File: config.mk
export PLATFORM = sky130hd
export DESIGN_NAME = motor_start_stop_sequencer
export DESIGN_NICKNAME = d
export VERILOG_FILES = /design/src/common/seq_pkg.sv /design/src/motor_start_stop_sequencer.sv
export SDC_FILE = /design/constraint.sdc
export NUM_CORES = 2
export LEC_CHECK = 0
export ABC_AREA = 1
export ABC_CLOCK_PERIOD_IN_PS = 19470
export BUFFER_PORTS_ARGS = -buffer_cell sky130_fd_sc_hd__buf_2
export CAP_MARGIN = 20
export CORE_MARGIN = 10
export CORE_UTILIZATION = 45
export DETAILED_ROUTE_END_ITERATION = 6
export SYNTH_ARGS = -nofsm -noshare
export SYNTH_HDL_FRONTEND = slang
export SYNTH_SLANG_ARGS = --single-unit
File: constraint.sdc
create_clock -name pclk -period 19.47 [get_ports pclk]
set_clock_uncertainty 0.1 [all_clocks]
set_input_delay 2.9205 -clock pclk [delete_from_list [all_inputs] [get_ports pclk]]
set_output_delay 2.9205 -clock pclk [all_outputs]
set_load 0.01 [all_outputs]
File: src/common/seq_pkg.sv
// Constants, register map and state codes for the start/stop sequencer
package seq_pkg;

    // ************************************************************
    // Clock and timing
    // ************************************************************
    localparam int CLK_HZ = 200_000_000;     // pclk rate
    localparam int TICK_US = 10;             // Time base of all parameter counts, in microseconds
    localparam int TICK_CYCLES = CLK_HZ / 1_000_000 * TICK_US; // Cycles per 10 us tick
    localparam int TICKS_PER_10MS = 1000;    // Ticks in one 0.01 s unit

    // ************************************************************
    // APB register offsets (byte addresses)
    // ************************************************************
    localparam logic [7:0] REG_CTRL = 8'h00;      // Run command and mode selects
    localparam logic [7:0] REG_INIT_FREQ = 8'h04; // Direct start frequency, 0.01 Hz
    localparam logic [7:0] REG_HOLD_TIME = 8'h08; // Start frequency hold, 0.01 s
    localparam logic [7:0] REG_PRE_BRAKE = 8'h0C; // [31:16] current 0.1 %, [15:0] time 0.01 s
    localparam logic [7:0] REG_S_CURVE = 8'h10;   // [31:16] end seg, [15:0] start seg, 0.1 s
    localparam logic [7:0] REG_SET_FREQ = 8'h14;  // Set frequency, 0.01 Hz
    localparam logic [7:0] REG_RAMP_TIME = 8'h18; // [31:16] decel, [15:0] accel, 0.1 s
    localparam logic [7:0] REG_MAX_FREQ = 8'h1C;  // Maximum output frequency, 0.01 Hz
    localparam logic [7:0] REG_STOP_BRK = 8'h20;  // [31:16] brake start freq, [15:0] demag wait 0.01 s
    localparam logic [7:0] REG_STOP_BRK2 = 8'h24; // [31:16] current 0.1 %, [15:0] time 0.01 s
    localparam logic [7:0] REG_STOP_SPD = 8'h28;  // Stop speed threshold, 0.01 Hz
    localparam logic [7:0] REG_STATUS = 8'h2C;    // Read only: state and output frequency

    // ************************************************************
    // CTRL fields
    // ************************************************************
    localparam int CTRL_RUN = 0;             // Run command level
    localparam int CTRL_START_LO = 1;        // start_method_select [2:1]
    localparam int CTRL_RAMP = 3;            // ramp_shape_select
    localparam int CTRL_STOP = 4;            // stop_method_select
    localparam int CTRL_OLVC_LO = 5;         // Control variant [6:5], 0 = open_loop_vector_control 0
    localparam int CTRL_IM = 7;              // induction_motors connected

    // ************************************************************
    // Reset values and write limits
    // ************************************************************
    localparam logic [15:0] RST_INIT_FREQ = 16'h0032;   // 0.50 Hz
    localparam logic [15:0] RST_S_SEG = 16'h0001;       // 0.1 s
    localparam logic [15:0] RST_MAX_FREQ = 16'h1388;    // 50.00 Hz
    localparam logic [15:0] RST_RAMP = 16'h0064;        // 10.0 s
    localparam logic [15:0] RST_ZERO = 16'h0000;        // Zero defaults
    localparam logic [15:0] MAX_50HZ = 16'h1388;        // 50.00 Hz limit of start freq
    localparam logic [15:0] MAX_50S = 16'h1388;         // 50.00 s limit
    localparam logic [15:0] MAX_PCT = 16'h03E8;         // 100.0 %
    localparam logic [15:0] MAX_SSEG = 16'h01F4;        // 50.0 s in 0.1 s

    // ************************************************************
    // Sequencer states
    // ************************************************************
    typedef enum logic [3:0] {
        ST_STANDBY = 4'b0000,
        ST_PRE_BRAKE = 4'b0001,
        ST_TRACK = 4'b0010,
        ST_HOLD = 4'b0011,
        ST_RUN = 4'b0100,
        ST_DECEL = 4'b0101,
        ST_DEMAG = 4'b0110,
        ST_STOP_BRAKE = 4'b0111
    } seq_state_t;

endpackage

File: src/motor_start_stop_sequencer.sv
// Start and stop sequencer for a motor drive, with APB registers
// Functional notes
// RULE1: Start method 0 direct, 1 brake, 2 tracking
// RULE2: No tracking for induction motors in variant 0
// RULE3: Direct start holds initial frequency for hold time
// RULE4: After hold, ramp toward set frequency
// RULE5: Set below initial frequency keeps standby
// RULE6: Initial frequency not clamped to lower limit
// RULE7: Pre-start brake for its time, then accelerate
// RULE8: Zero pre-start brake time skips braking
// RULE9: Brake current percent 0-100, time 0-50 s
// RULE10: Ramp shape 0 is linear
// RULE11: Ramp shape 1 is S curve
// RULE12: S curve uses start and end segment times
// RULE13: Stop method 0 decelerates to stop speed
// RULE14: Stop method 1 cuts output, coasts
// RULE15: Stop braking starts at brake start frequency
// RULE16: Demagnetization wait blocks output before braking
// RULE17: Zero stop brake time omits stop braking
// RULE18: Linear rate is max frequency over ramp time
`timescale 1ns/10ps
module motor_start_stop_sequencer (
    // Clock and reset
    input wire logic pclk,
    input wire logic presetn,
    // APB slave
    input wire logic psel,
    input wire logic penable,
    input wire logic pwrite,
    input wire logic [7:0] paddr,
    input wire logic [31:0] pwdata,
    output logic [31:0] prdata,
    output logic pready,
    output logic pslverr,
    // Power stage side
    output logic [15:0] out_freq,
    output logic out_enable,
    output logic dc_brake_on,
    output logic [15:0] dc_brake_current,
    output logic track_request,
    // Speed tracking result from the tracking software
    input wire logic track_done,
    input wire logic [15:0] track_freq
);

    // ************************************************************
    // Register file
    // ************************************************************
    logic [7:0] ctrl_q, ctrl_d;             // Control bits
    logic [15:0] init_freq_q, init_freq_d;  // direct_start_initial_frequency
    logic [15:0] hold_time_q, hold_time_d;  // initial_frequency_hold_time
    logic [15:0] pre_cur_q, pre_cur_d;      // prestart_brake_current
    logic [15:0] pre_time_q, pre_time_d;    // prestart_brake_time
    logic [15:0] s_start_q, s_start_d;      // s_curve_accel_start_segment
    logic [15:0] s_end_q, s_end_d;          // s_curve_accel_end_segment
    logic [15:0] set_freq_q, set_freq_d;    // Target frequency
    logic [15:0] acc_time_q, acc_time_d;    // Accel time, 0.1 s
    logic [15:0] dec_time_q, dec_time_d;    // Decel time, 0.1 s
    logic [15:0] max_freq_q, max_freq_d;    // Max output frequency
    logic [15:0] brk_freq_q, brk_freq_d;    // stop_brake_start_frequency
    logic [15:0] demag_q, demag_d;          // demagnetization_wait_time
    logic [15:0] stop_cur_q, stop_cur_d;    // stop_brake_current
    logic [15:0] stop_time_q, stop_time_d;  // stop_brake_time
    logic [15:0] stop_spd_q, stop_spd_d;    // stop_speed_threshold
    logic wr_en;                            // Write at access edge
    logic [15:0] wlo, whi;                  // Write data halves

    // Saturate a setting to its documented maximum
    function automatic logic [15:0] sat(input logic [15:0] v, input logic [15:0] m);
        sat = (v > m) ? m : v;
    endfunction

    // Zero wait APB: every access completes in its first access cycle
    assign pready = 1'b1;
    assign pslverr = 1'b0;
    assign wr_en = psel && penable && pwrite;
    assign wlo = pwdata[15:0];
    assign whi = pwdata[31:16];

    // Next register values from writes
    always_comb begin
        ctrl_d = ctrl_q;
        init_freq_d = init_freq_q;
        hold_time_d = hold_time_q;
        pre_cur_d = pre_cur_q;
        pre_time_d = pre_time_q;
        s_start_d = s_start_q;
        s_end_d = s_end_q;
        set_freq_d = set_freq_q;
        acc_time_d = acc_time_q;
        dec_time_d = dec_time_q;
        max_freq_d = max_freq_q;
        brk_freq_d = brk_freq_q;
        demag_d = demag_q;
        stop_cur_d = stop_cur_q;
        stop_time_d = stop_time_q;
        stop_spd_d = stop_spd_q;
        if (wr_en) begin
            unique case (paddr)
                seq_pkg::REG_CTRL: ctrl_d = pwdata[7:0];
                // Start frequency kept as written up to 50 Hz, no lower limit clamp
                seq_pkg::REG_INIT_FREQ: init_freq_d = sat(wlo, seq_pkg::MAX_50HZ); // RULE6
                seq_pkg::REG_HOLD_TIME: hold_time_d = sat(wlo, seq_pkg::MAX_50S);
                seq_pkg::REG_PRE_BRAKE: begin
                    pre_cur_d = sat(whi, seq_pkg::MAX_PCT); // RULE9
                    pre_time_d = sat(wlo, seq_pkg::MAX_50S); // RULE9
                end
                seq_pkg::REG_S_CURVE: begin
                    s_end_d = sat(whi, seq_pkg::MAX_SSEG); // RULE12
                    s_start_d = sat(wlo, seq_pkg::MAX_SSEG); // RULE12
                end
                seq_pkg::REG_SET_FREQ: set_freq_d = wlo;
                seq_pkg::REG_RAMP_TIME: begin
                    dec_time_d = whi;
                    acc_time_d = wlo;
                end
                seq_pkg::REG_MAX_FREQ: max_freq_d = wlo;
                seq_pkg::REG_STOP_BRK: begin
                    brk_freq_d = whi;
                    demag_d = wlo;
                end
                seq_pkg::REG_STOP_BRK2: begin
                    stop_cur_d = sat(whi, seq_pkg::MAX_PCT);
                    stop_time_d = sat(wlo, seq_pkg::MAX_50S);
                end
                seq_pkg::REG_STOP_SPD: stop_spd_d = wlo;
                // Unmapped or read-only: write ignored
                default: ;
            endcase
        end
    end

    // Register storage
    always_ff @(posedge pclk or negedge presetn) begin
        if (!presetn) begin
            ctrl_q <= 8'h00;
            init_freq_q <= seq_pkg::RST_INIT_FREQ;
            hold_time_q <= seq_pkg::RST_ZERO;
            pre_cur_q <= seq_pkg::RST_ZERO;
            pre_time_q <= seq_pkg::RST_ZERO;
            s_start_q <= seq_pkg::RST_S_SEG;
            s_end_q <= seq_pkg::RST_S_SEG;
            set_freq_q <= seq_pkg::RST_ZERO;
            acc_time_q <= seq_pkg::RST_RAMP;
            dec_time_q <= seq_pkg::RST_RAMP;
            max_freq_q <= seq_pkg::RST_MAX_FREQ;
            brk_freq_q <= seq_pkg::RST_ZERO;
            demag_q <= seq_pkg::RST_ZERO;
            stop_cur_q <= seq_pkg::RST_ZERO;
            stop_time_q <= seq_pkg::RST_ZERO;
            stop_spd_q <= seq_pkg::RST_ZERO;
        end else begin
            ctrl_q <= ctrl_d;
            init_freq_q <= init_freq_d;
            hold_time_q <= hold_time_d;
            pre_cur_q <= pre_cur_d;
            pre_time_q <= pre_time_d;
            s_start_q <= s_start_d;
            s_end_q <= s_end_d;
            set_freq_q <= set_freq_d;
            acc_time_q <= acc_time_d;
            dec_time_q <= dec_time_d;
            max_freq_q <= max_freq_d;
            brk_freq_q <= brk_freq_d;
            demag_q <= demag_d;
            stop_cur_q <= stop_cur_d;
            stop_time_q <= stop_time_d;
            stop_spd_q <= stop_spd_d;
        end
    end

    // ************************************************************
    // Tick divider: one pulse per 10 us
    // ************************************************************
    logic [10:0] div_q, div_d;   // Cycle count within a tick
    logic tick;                  // One-cycle 10 us enable
    assign tick = (div_q == 11'(seq_pkg::TICK_CYCLES - 1));
    always_comb begin
        div_d = tick ? 11'h000 : div_q + 11'h001;
    end
    always_ff @(posedge pclk or negedge presetn) begin
        if (!presetn) div_q <= 11'h000;
        else div_q <= div_d;
    end

    // ************************************************************
    // Sequencer
    // ************************************************************
    seq_pkg::seq_state_t st_q, st_d;  // Sequence state
    logic [31:0] tmr_q, tmr_d;        // Phase timer in ticks
    logic [31:0] acc_q, acc_d;        // Ramp step accumulator
    logic [15:0] freq_q, freq_d;      // Present output frequency
    logic run_cmd;                    // Run command bit
    logic [1:0] start_sel;            // start_method_select
    logic s_shape;                    // ramp_shape_select
    logic coast;                      // stop_method_select
    logic no_track;                   // Tracking not allowed
    logic [15:0] target;              // Ramp goal this cycle
    logic [31:0] ramp_ticks;          // Ticks per full-scale ramp
    logic [31:0] seg_ticks;           // Ticks of S curve segment in force
    logic [31:0] incr;                // Accumulator increment per tick
    logic step;                       // One 0.01 Hz step due
    logic near_end;                   // Within end segment of ramp

    assign run_cmd = ctrl_q[seq_pkg::CTRL_RUN];
    assign start_sel = ctrl_q[seq_pkg::CTRL_START_LO +: 2];
    assign s_shape = ctrl_q[seq_pkg::CTRL_RAMP];
    assign coast = ctrl_q[seq_pkg::CTRL_STOP];
    // Tracking would need the motor model that variant 0 lacks for induction motors
    assign no_track = ctrl_q[seq_pkg::CTRL_IM] && (ctrl_q[seq_pkg::CTRL_OLVC_LO +: 2] == 2'b00); // RULE2

    // Ramp time in 0.1 s converted to ticks
    assign ramp_ticks = {16'h0000, (st_q == seq_pkg::ST_RUN) ? acc_time_q : dec_time_q} * 32'd10000;
    assign near_end = (freq_q > target) ? (freq_q - target < 16'd200) : (target - freq_q < 16'd200);
    // S curve: slow rate while inside start or end segment
    assign seg_ticks = {16'h0000, near_end ? s_end_q : s_start_q} * 32'd10000; // RULE12
    // Linear rate: max_freq steps every ramp_ticks ticks
    always_comb begin
        incr = {16'h0000, max_freq_q}; // RULE18
        if (s_shape && (seg_ticks != 32'h0) && (near_end || tmr_q < seg_ticks)) begin
            incr = {16'h0000, 1'b0, max_freq_q[15:1]}; // RULE11
        end
    end
    assign step = tick && (acc_q + incr >= ramp_ticks); // RULE10
    assign target = (st_q == seq_pkg::ST_RUN) ? set_freq_q : 16'h0000;

    // Next state, timer, accumulator and frequency
    always_comb begin
        st_d = st_q;
        tmr_d = tick ? tmr_q + 32'h1 : tmr_q;
        acc_d = acc_q;
        freq_d = freq_q;
        unique case (st_q)
            seq_pkg::ST_STANDBY: begin
                tmr_d = 32'h0;
                freq_d = 16'h0000;
                // Drop any ramp remainder left by a stop, so the next start steps on time
                acc_d = 32'h0;
                // Set below start frequency: remain in standby
                if (run_cmd && set_freq_q >= init_freq_q) begin // RULE5
                    if (start_sel == 2'd1 && pre_time_q != 16'h0000) st_d = seq_pkg::ST_PRE_BRAKE; // RULE1 RULE8
                    else if (start_sel == 2'd2 && !no_track) st_d = seq_pkg::ST_TRACK; // RULE1 RULE2
                    else begin
                        st_d = seq_pkg::ST_HOLD; // RULE1
                        freq_d = init_freq_q; // RULE3
                    end
                end
            end
            seq_pkg::ST_PRE_BRAKE: begin
                // Accelerate only once braking time has elapsed
                if (!run_cmd) st_d = seq_pkg::ST_STANDBY;
                else if (tmr_q >= {16'h0000, pre_time_q} * 32'(seq_pkg::TICKS_PER_10MS)) begin // RULE7
                    st_d = seq_pkg::ST_HOLD;
                    tmr_d = 32'h0;
                    freq_d = init_freq_q;
                end
            end
            seq_pkg::ST_TRACK: begin
                if (!run_cmd) st_d = seq_pkg::ST_STANDBY;
                else if (track_done) begin
                    st_d = seq_pkg::ST_RUN;
                    tmr_d = 32'h0;
                    freq_d = track_freq;
                end
            end
            seq_pkg::ST_HOLD: begin
                if (!run_cmd) st_d = coast ? seq_pkg::ST_STANDBY : seq_pkg::ST_DECEL;
                else if (tmr_q >= {16'h0000, hold_time_q} * 32'(seq_pkg::TICKS_PER_10MS)) begin // RULE3
                    st_d = seq_pkg::ST_RUN; // RULE4
                    tmr_d = 32'h0;
                end
            end
            seq_pkg::ST_RUN: begin
                if (!run_cmd) begin
                    st_d = coast ? seq_pkg::ST_STANDBY : seq_pkg::ST_DECEL; // RULE13 RULE14
                    tmr_d = 32'h0;
                    acc_d = 32'h0;
                end else if (freq_q != target && tick) begin
                    acc_d = step ? acc_q + incr - ramp_ticks : acc_q + incr;
                    if (step) freq_d = (freq_q < target) ? freq_q + 16'h0001 : freq_q - 16'h0001; // RULE4
                end
            end
            seq_pkg::ST_DECEL: begin
                if (freq_q <= brk_freq_q && stop_time_q != 16'h0000) begin // RULE15 RULE17
                    st_d = seq_pkg::ST_DEMAG;
                    tmr_d = 32'h0;
                end else if (freq_q <= stop_spd_q || freq_q == 16'h0000) begin // RULE13
                    st_d = seq_pkg::ST_STANDBY;
                end else if (tick) begin
                    acc_d = step ? acc_q + incr - ramp_ticks : acc_q + incr;
                    if (step) freq_d = freq_q - 16'h0001;
                end
            end
            seq_pkg::ST_DEMAG: begin
                if (tmr_q >= {16'h0000, demag_q} * 32'(seq_pkg::TICKS_PER_10MS)) begin // RULE16
                    st_d = seq_pkg::ST_STOP_BRAKE;
                    tmr_d = 32'h0;
                end
            end
            seq_pkg::ST_STOP_BRAKE: begin
                if (tmr_q >= {16'h0000, stop_time_q} * 32'(seq_pkg::TICKS_PER_10MS)) st_d = seq_pkg::ST_STANDBY;
            end
            // Unused codes recover to standby
            default: st_d = seq_pkg::ST_STANDBY;
        endcase
    end

    always_ff @(posedge pclk or negedge presetn) begin
        if (!presetn) begin
            st_q <= seq_pkg::ST_STANDBY;
            tmr_q <= 32'h0;
            acc_q <= 32'h0;
            freq_q <= 16'h0000;
        end else begin
            st_q <= st_d;
            tmr_q <= tmr_d;
            acc_q <= acc_d;
            freq_q <= freq_d;
        end
    end

    // ************************************************************
    // Outputs
    // ************************************************************
    logic [31:0] rd_d;  // Read mux
    always_comb begin
        unique case (paddr)
            seq_pkg::REG_CTRL: rd_d = {24'h000000, ctrl_q};
            seq_pkg::REG_INIT_FREQ: rd_d = {16'h0000, init_freq_q};
            seq_pkg::REG_HOLD_TIME: rd_d = {16'h0000, hold_time_q};
            seq_pkg::REG_PRE_BRAKE: rd_d = {pre_cur_q, pre_time_q};
            seq_pkg::REG_S_CURVE: rd_d = {s_end_q, s_start_q};
            seq_pkg::REG_SET_FREQ: rd_d = {16'h0000, set_freq_q};
            seq_pkg::REG_RAMP_TIME: rd_d = {dec_time_q, acc_time_q};
            seq_pkg::REG_MAX_FREQ: rd_d = {16'h0000, max_freq_q};
            seq_pkg::REG_STOP_BRK: rd_d = {brk_freq_q, demag_q};
            seq_pkg::REG_STOP_BRK2: rd_d = {stop_cur_q, stop_time_q};
            seq_pkg::REG_STOP_SPD: rd_d = {16'h0000, stop_spd_q};
            seq_pkg::REG_STATUS: rd_d = {12'h000, st_q, freq_q};
            default: rd_d = 32'h00000000;
        endcase
    end
    assign prdata = rd_d;

    // Output live only while driving frequency; blocked in demag, brake-only in braking
    assign out_freq = freq_q;
    assign out_enable = (st_q == seq_pkg::ST_HOLD) || (st_q == seq_pkg::ST_RUN) || (st_q == seq_pkg::ST_DECEL); // RULE14 RULE16
    assign dc_brake_on = (st_q == seq_pkg::ST_PRE_BRAKE) || (st_q == seq_pkg::ST_STOP_BRAKE); // RULE7
    assign dc_brake_current = (st_q == seq_pkg::ST_PRE_BRAKE) ? pre_cur_q : (dc_brake_on ? stop_cur_q : 16'h0000);
    assign track_request = (st_q == seq_pkg::ST_TRACK);

    // ************************************************************
    // Checks
    // ************************************************************
    a_coast_cuts: assert property (@(posedge pclk) disable iff (!presetn) // RULE14
        (st_q == seq_pkg::ST_RUN && !run_cmd && coast) |=> !out_enable)
        else $error("coast stop did not cut output");
    a_standby_low: assert property (@(posedge pclk) disable iff (!presetn) // RULE5
        (st_q == seq_pkg::ST_STANDBY && set_freq_q < init_freq_q) |=> st_q == seq_pkg::ST_STANDBY)
        else $error("left standby with set below start frequency");
    a_hold_freq: assert property (@(posedge pclk) disable iff (!presetn) // RULE3
        (st_q == seq_pkg::ST_HOLD) |-> freq_q == init_freq_q)
        else $error("hold frequency wrong");
    a_demag_block: assert property (@(posedge pclk) disable iff (!presetn) // RULE16
        (st_q == seq_pkg::ST_DEMAG) |-> !out_enable && !dc_brake_on)
        else $error("output not blocked in demagnetization");
    a_skip_brake: assert property (@(posedge pclk) disable iff (!presetn) // RULE8
        (st_q == seq_pkg::ST_STANDBY && pre_time_q == 16'h0000) |=> st_q != seq_pkg::ST_PRE_BRAKE)
        else $error("pre-start brake with zero time");
    a_no_track: assert property (@(posedge pclk) disable iff (!presetn) // RULE2
        no_track |-> st_q != seq_pkg::ST_TRACK || $past(st_q) == seq_pkg::ST_TRACK)
        else $error("tracking entered in variant 0");
    a_step_size: assert property (@(posedge pclk) disable iff (!presetn) // RULE10
        (st_q == seq_pkg::ST_RUN && $past(st_q) == seq_pkg::ST_RUN) |->
        (freq_q - $past(freq_q) <= 16'h0001) || ($past(freq_q) - freq_q <= 16'h0001))
        else $error("ramp step larger than one unit");
    a_no_stop_brk: assert property (@(posedge pclk) disable iff (!presetn) // RULE17
        (st_q == seq_pkg::ST_DECEL && stop_time_q == 16'h0000) |=> st_q != seq_pkg::ST_DEMAG)
        else $error("stop braking with zero time");

endmodule

==> summary.txt <==
Global route
  • GR Util All Layers: 0.264
  • Vias in the first global route: 33849
  • Initial antenna violation count: 14
  • First-pass GRT wire length: 203000 µm
  • Largest net degree at the start of global routing: 99
  • GR Overflow Total: 0

Timing
  • Slew HR: 0.239
  • Worst slew pin tran: 1140 ps
  • Hold Vio Cnt, Final: 0
  • RSZ-0062 raised after global routing: false
  • Slack of the critical path: 3990 ps
  • Fin crit share: 0.795
  • FMAX: 64.6 MHz
  • Finish-stage setup viols: 0
  • Setup_tns: 0 ps
  • Slew Viols, Final: 0
  • Tmin final: 15480 ps

Worst setup path
  • Max incr delay on CP: 600 ps
  • WS Path Type: reg2reg
  • Worst R2R Path Depth: 84
  • Critical Path RT: 19810 ps
  • Cell repeated most along the worst path: nand2_1
  • Critical Path Fanout Max: 40
  • CP arrival: 15830 ps
  • Crit path launch type: flop
  • Critical Path Sink Type: flop
  • Slowest CP cell: fa_1

Finish
  • Fin area: 43000 µm²
  • Area growth syn-to-layout: 8.74%
  • Layout cells sized above 1: 0.0639
  • Final nets: 5978
  • Fillers: 8637

Routing
  • Post-DR wirelength/cell: 21.5 µm
  • Via-per-instance ratio: 5.63
  • DRC: 0
  • DRT antenna net count: 0
  • Total Wirelength: 133000 µm
  • Pre-antenna DRT Iters: 6
  • Vias: 35004
  • Initial drt markers: 3060

Pwr
  • P_leak: 22.3 nW
  • Max IR drop VDD: 0.185 mV
  • Power per cell area: 114 nW/µm²

Clock network
  • Clock Latency Late Sink: 600 ps
  • Max Buffers Root-to-Sink: 3
  • Number of H-tree levels: 2
  • Postcts setup bufs: 0
  • CTS root buf: clkbuf_16
  • CTS tree: yes
  • CTS sink cnt: 342
  • CTS buffer count: 42
  • Clk slew on worst S/H paths: 60 ps
  • Post-CTS sizing: 0
  • Cts hold-fix bufs: 0

Worst hold path
  • Worst hold path class: reg2reg
  • WHS Path Cells: 2

Logic synthesis
  • Yosys warns: 0
  • Synth cell types: 64
  • Post-synthesis sequential area ratio: 0.217
  • Ys flop type: dfrtp_1
  • Yosys reg bits: 342
  • Mapped Cells: 4924
  • Syn Area/Cell: 8.04 µm²
  • Async SR Flop Fraction: 1.00
  • Post-synth EDFFs: 0
  • Synth Net Count: 5879
  • Synth Cell Area: 39600 µm²

Floorplan
  • Die X: 317 µm
  • Rows: 108
  • Die height: 317 µm
  • Full die area: 100000 µm²
  • I/O pin total: 131
  • Starting Density: 0.455
  • Area of the core: 87000 µm²

Placed design
  • Port bufs: 128
  • Final GP Congestion: 1.00
  • Placed cell area: 41500 µm²
  • Pre-CTS setup slack: 4340 ps
  • Detail Placement HPWL: 109000 µm

Run
  • # Max-Cap Violations: 0

Outcome
  • Status: complete, no violations
==> cells in the final DEF (no fill, tap or decap), types with 70 or more instances in the layout <==
master / count
ha_1: 608
nor2_1: 260
nand2_1: 912
dfrtp_1: 326
nand3_1: 195
o21ai_0: 399
buf_2: 127
xor2_1: 126
fa_1: 285
inv_1: 772
o22ai_1: 70
xnor2_1: 95
a21oi_1: 304
==> per-layer routing <==
| metal | track usage | part of all wire | vias up |
|---|---|---|---|
| met5 | 0 | 0.00061 | - |
| met4 | 0.0913 | 0.038 | 12 |
| met3 | 0.0656 | 0.091 | 242 |
| met2 | 0.412 | 0.44 | 1302 |
| met1 | 0.353 | 0.43 | 16889 |
| li1 | - | - | 16559 |
==> logic make-up (layout without fill, tap and decap cells) <==
kind of cell / Yosys count / after routing / share of synthesized area
simple gates: 1581 / 1581 / 0.169
xor+xnor: 221 / 221 / 0.0489
compound gates: 990 / 990 / 0.143
other cells: 2 / 9 / 0.000190
flops: 342 / 342 / 0.217
fa+ha+maj: 893 / 893 / 0.336
buf+inv: 895 / 1026 / 0.0859
==> Yosys cell counts, types with 4 or more instances <==
cell | number | area, µm²
nand4_1 | 61 | 382
o31ai_1 | 5 | 37.5
a21boi_0 | 4 | 30.0
o21bai_1 | 8 | 60.1
a21o_1 | 15 | 113
or2_2 | 15 | 93.8
a211o_1 | 4 | 35.0
dfrtp_1 | 326 | 8160
o21a_1 | 11 | 82.6
nor2_1 | 265 | 995
o2111ai_1 | 8 | 70.1
inv_2 | 7 | 26.3
a31oi_1 | 24 | 150
xor2_1 | 126 | 1100
nor2_2 | 9 | 56.3
nand3_2 | 4 | 40.0
nand3b_1 | 4 | 30.0
nor3_1 | 62 | 310
nand2_2 | 12 | 75.1
ha_1 | 608 | 7610
o221ai_1 | 10 | 87.6
nor4_1 | 18 | 113
buf_2 | 10 | 50.1
fa_1 | 285 | 5710
buf_4 | 6 | 45.0
nand3_1 | 195 | 976
inv_1 | 772 | 2900
nor3b_1 | 4 | 30.0
o21ai_0 | 400 | 2000
clkbuf_1 | 94 | 353
dfstp_2 | 16 | 420
nand2_1 | 914 | 3430
a221oi_1 | 62 | 543
a21oi_1 | 304 | 1520
o211ai_1 | 12 | 90.1
or4_1 | 4 | 30.0
o22ai_1 | 70 | 438
nand2_4 | 5 | 56.3
a211oi_1 | 9 | 67.6
o21ai_1 | 21 | 105
xnor2_1 | 95 | 832
==> layout make-up <==
cell class,count,area [µm²],share of cell area
clock inverter,15,233,0.00541
timing repair buffer,168,986,0.0229
multi-input combinational,3687,27600,0.642
antenna,7,17.5,0.000407
sequential,342,8580,0.199
tap,1155,1450,0.0336
clock buffer,61,1210,0.0282
inverter,782,2940,0.0682
==> worst max-delay path: cells and delay by family (launching register included) <==
kind / cells / cell delay, ps
AND/OR/NAND/NOR: 44 / 5930
adder cells (fa/ha/maj): 9 / 3720
AO/OA/AOI/OAI: 19 / 3310
buffers and inverters: 9 / 1250
XOR/XNOR: 3 / 540
flip-flops: 1 / 430
==> flip-flops by register name, summed over array words and instances, names as in the netlist <==
register,count
s_end_q,16
brk_freq_q,16
max_freq_q,16
s_start_q,16
dec_time_q,16
stop_spd_q,16
out_freq,16
set_freq_q,16
demag_q,16
acc_time_q,16
st_q,3
pre_cur_q,16
div_q,11
ctrl_q,8
hold_time_q,16
init_freq_q,16
tmr_q,32
stop_time_q,16
pre_time_q,16
stop_cur_q,16
acc_q,32
==> path summary, 6_finish.rpt <==
kind,startpoint,to,slack [ps]
max in group asynchronous,presetn,set_freq_q[6],14680
min in group asynchronous,presetn,div_q[4],2230
worst max-delay path,st_q[2],out_freq[14],3990
worst min register to register,stop_cur_q[14],stop_cur_q[14],370
worst min-delay path,stop_cur_q[14],stop_cur_q[14],370
worst max register to register,st_q[2],out_freq[14],3990
==> through the flow <==
step,hold WS (ps),power (mW),utilization,instances
2_1_floorplan,336,3.24,-,4924
3_3_place_gp,351,4.04,0.477,6131
3_5_place_dp,356,4.06,0.477,6131
4_1_cts,371,4.91,0.494,6207
5_1_grt,407,5.39,0.494,6210
6_report,368,4.90,0.495,6217
==> power by group <==
part	internal (mW)	total (mW)	leakage (nW)	switching [mW]
clock	0.501	0.842	0.706	0.341
sequential	0.736	0.815	4.31	0.0787
combinational	1.19	3.24	17.3	2.05
(Power assumes the default switching activity.)
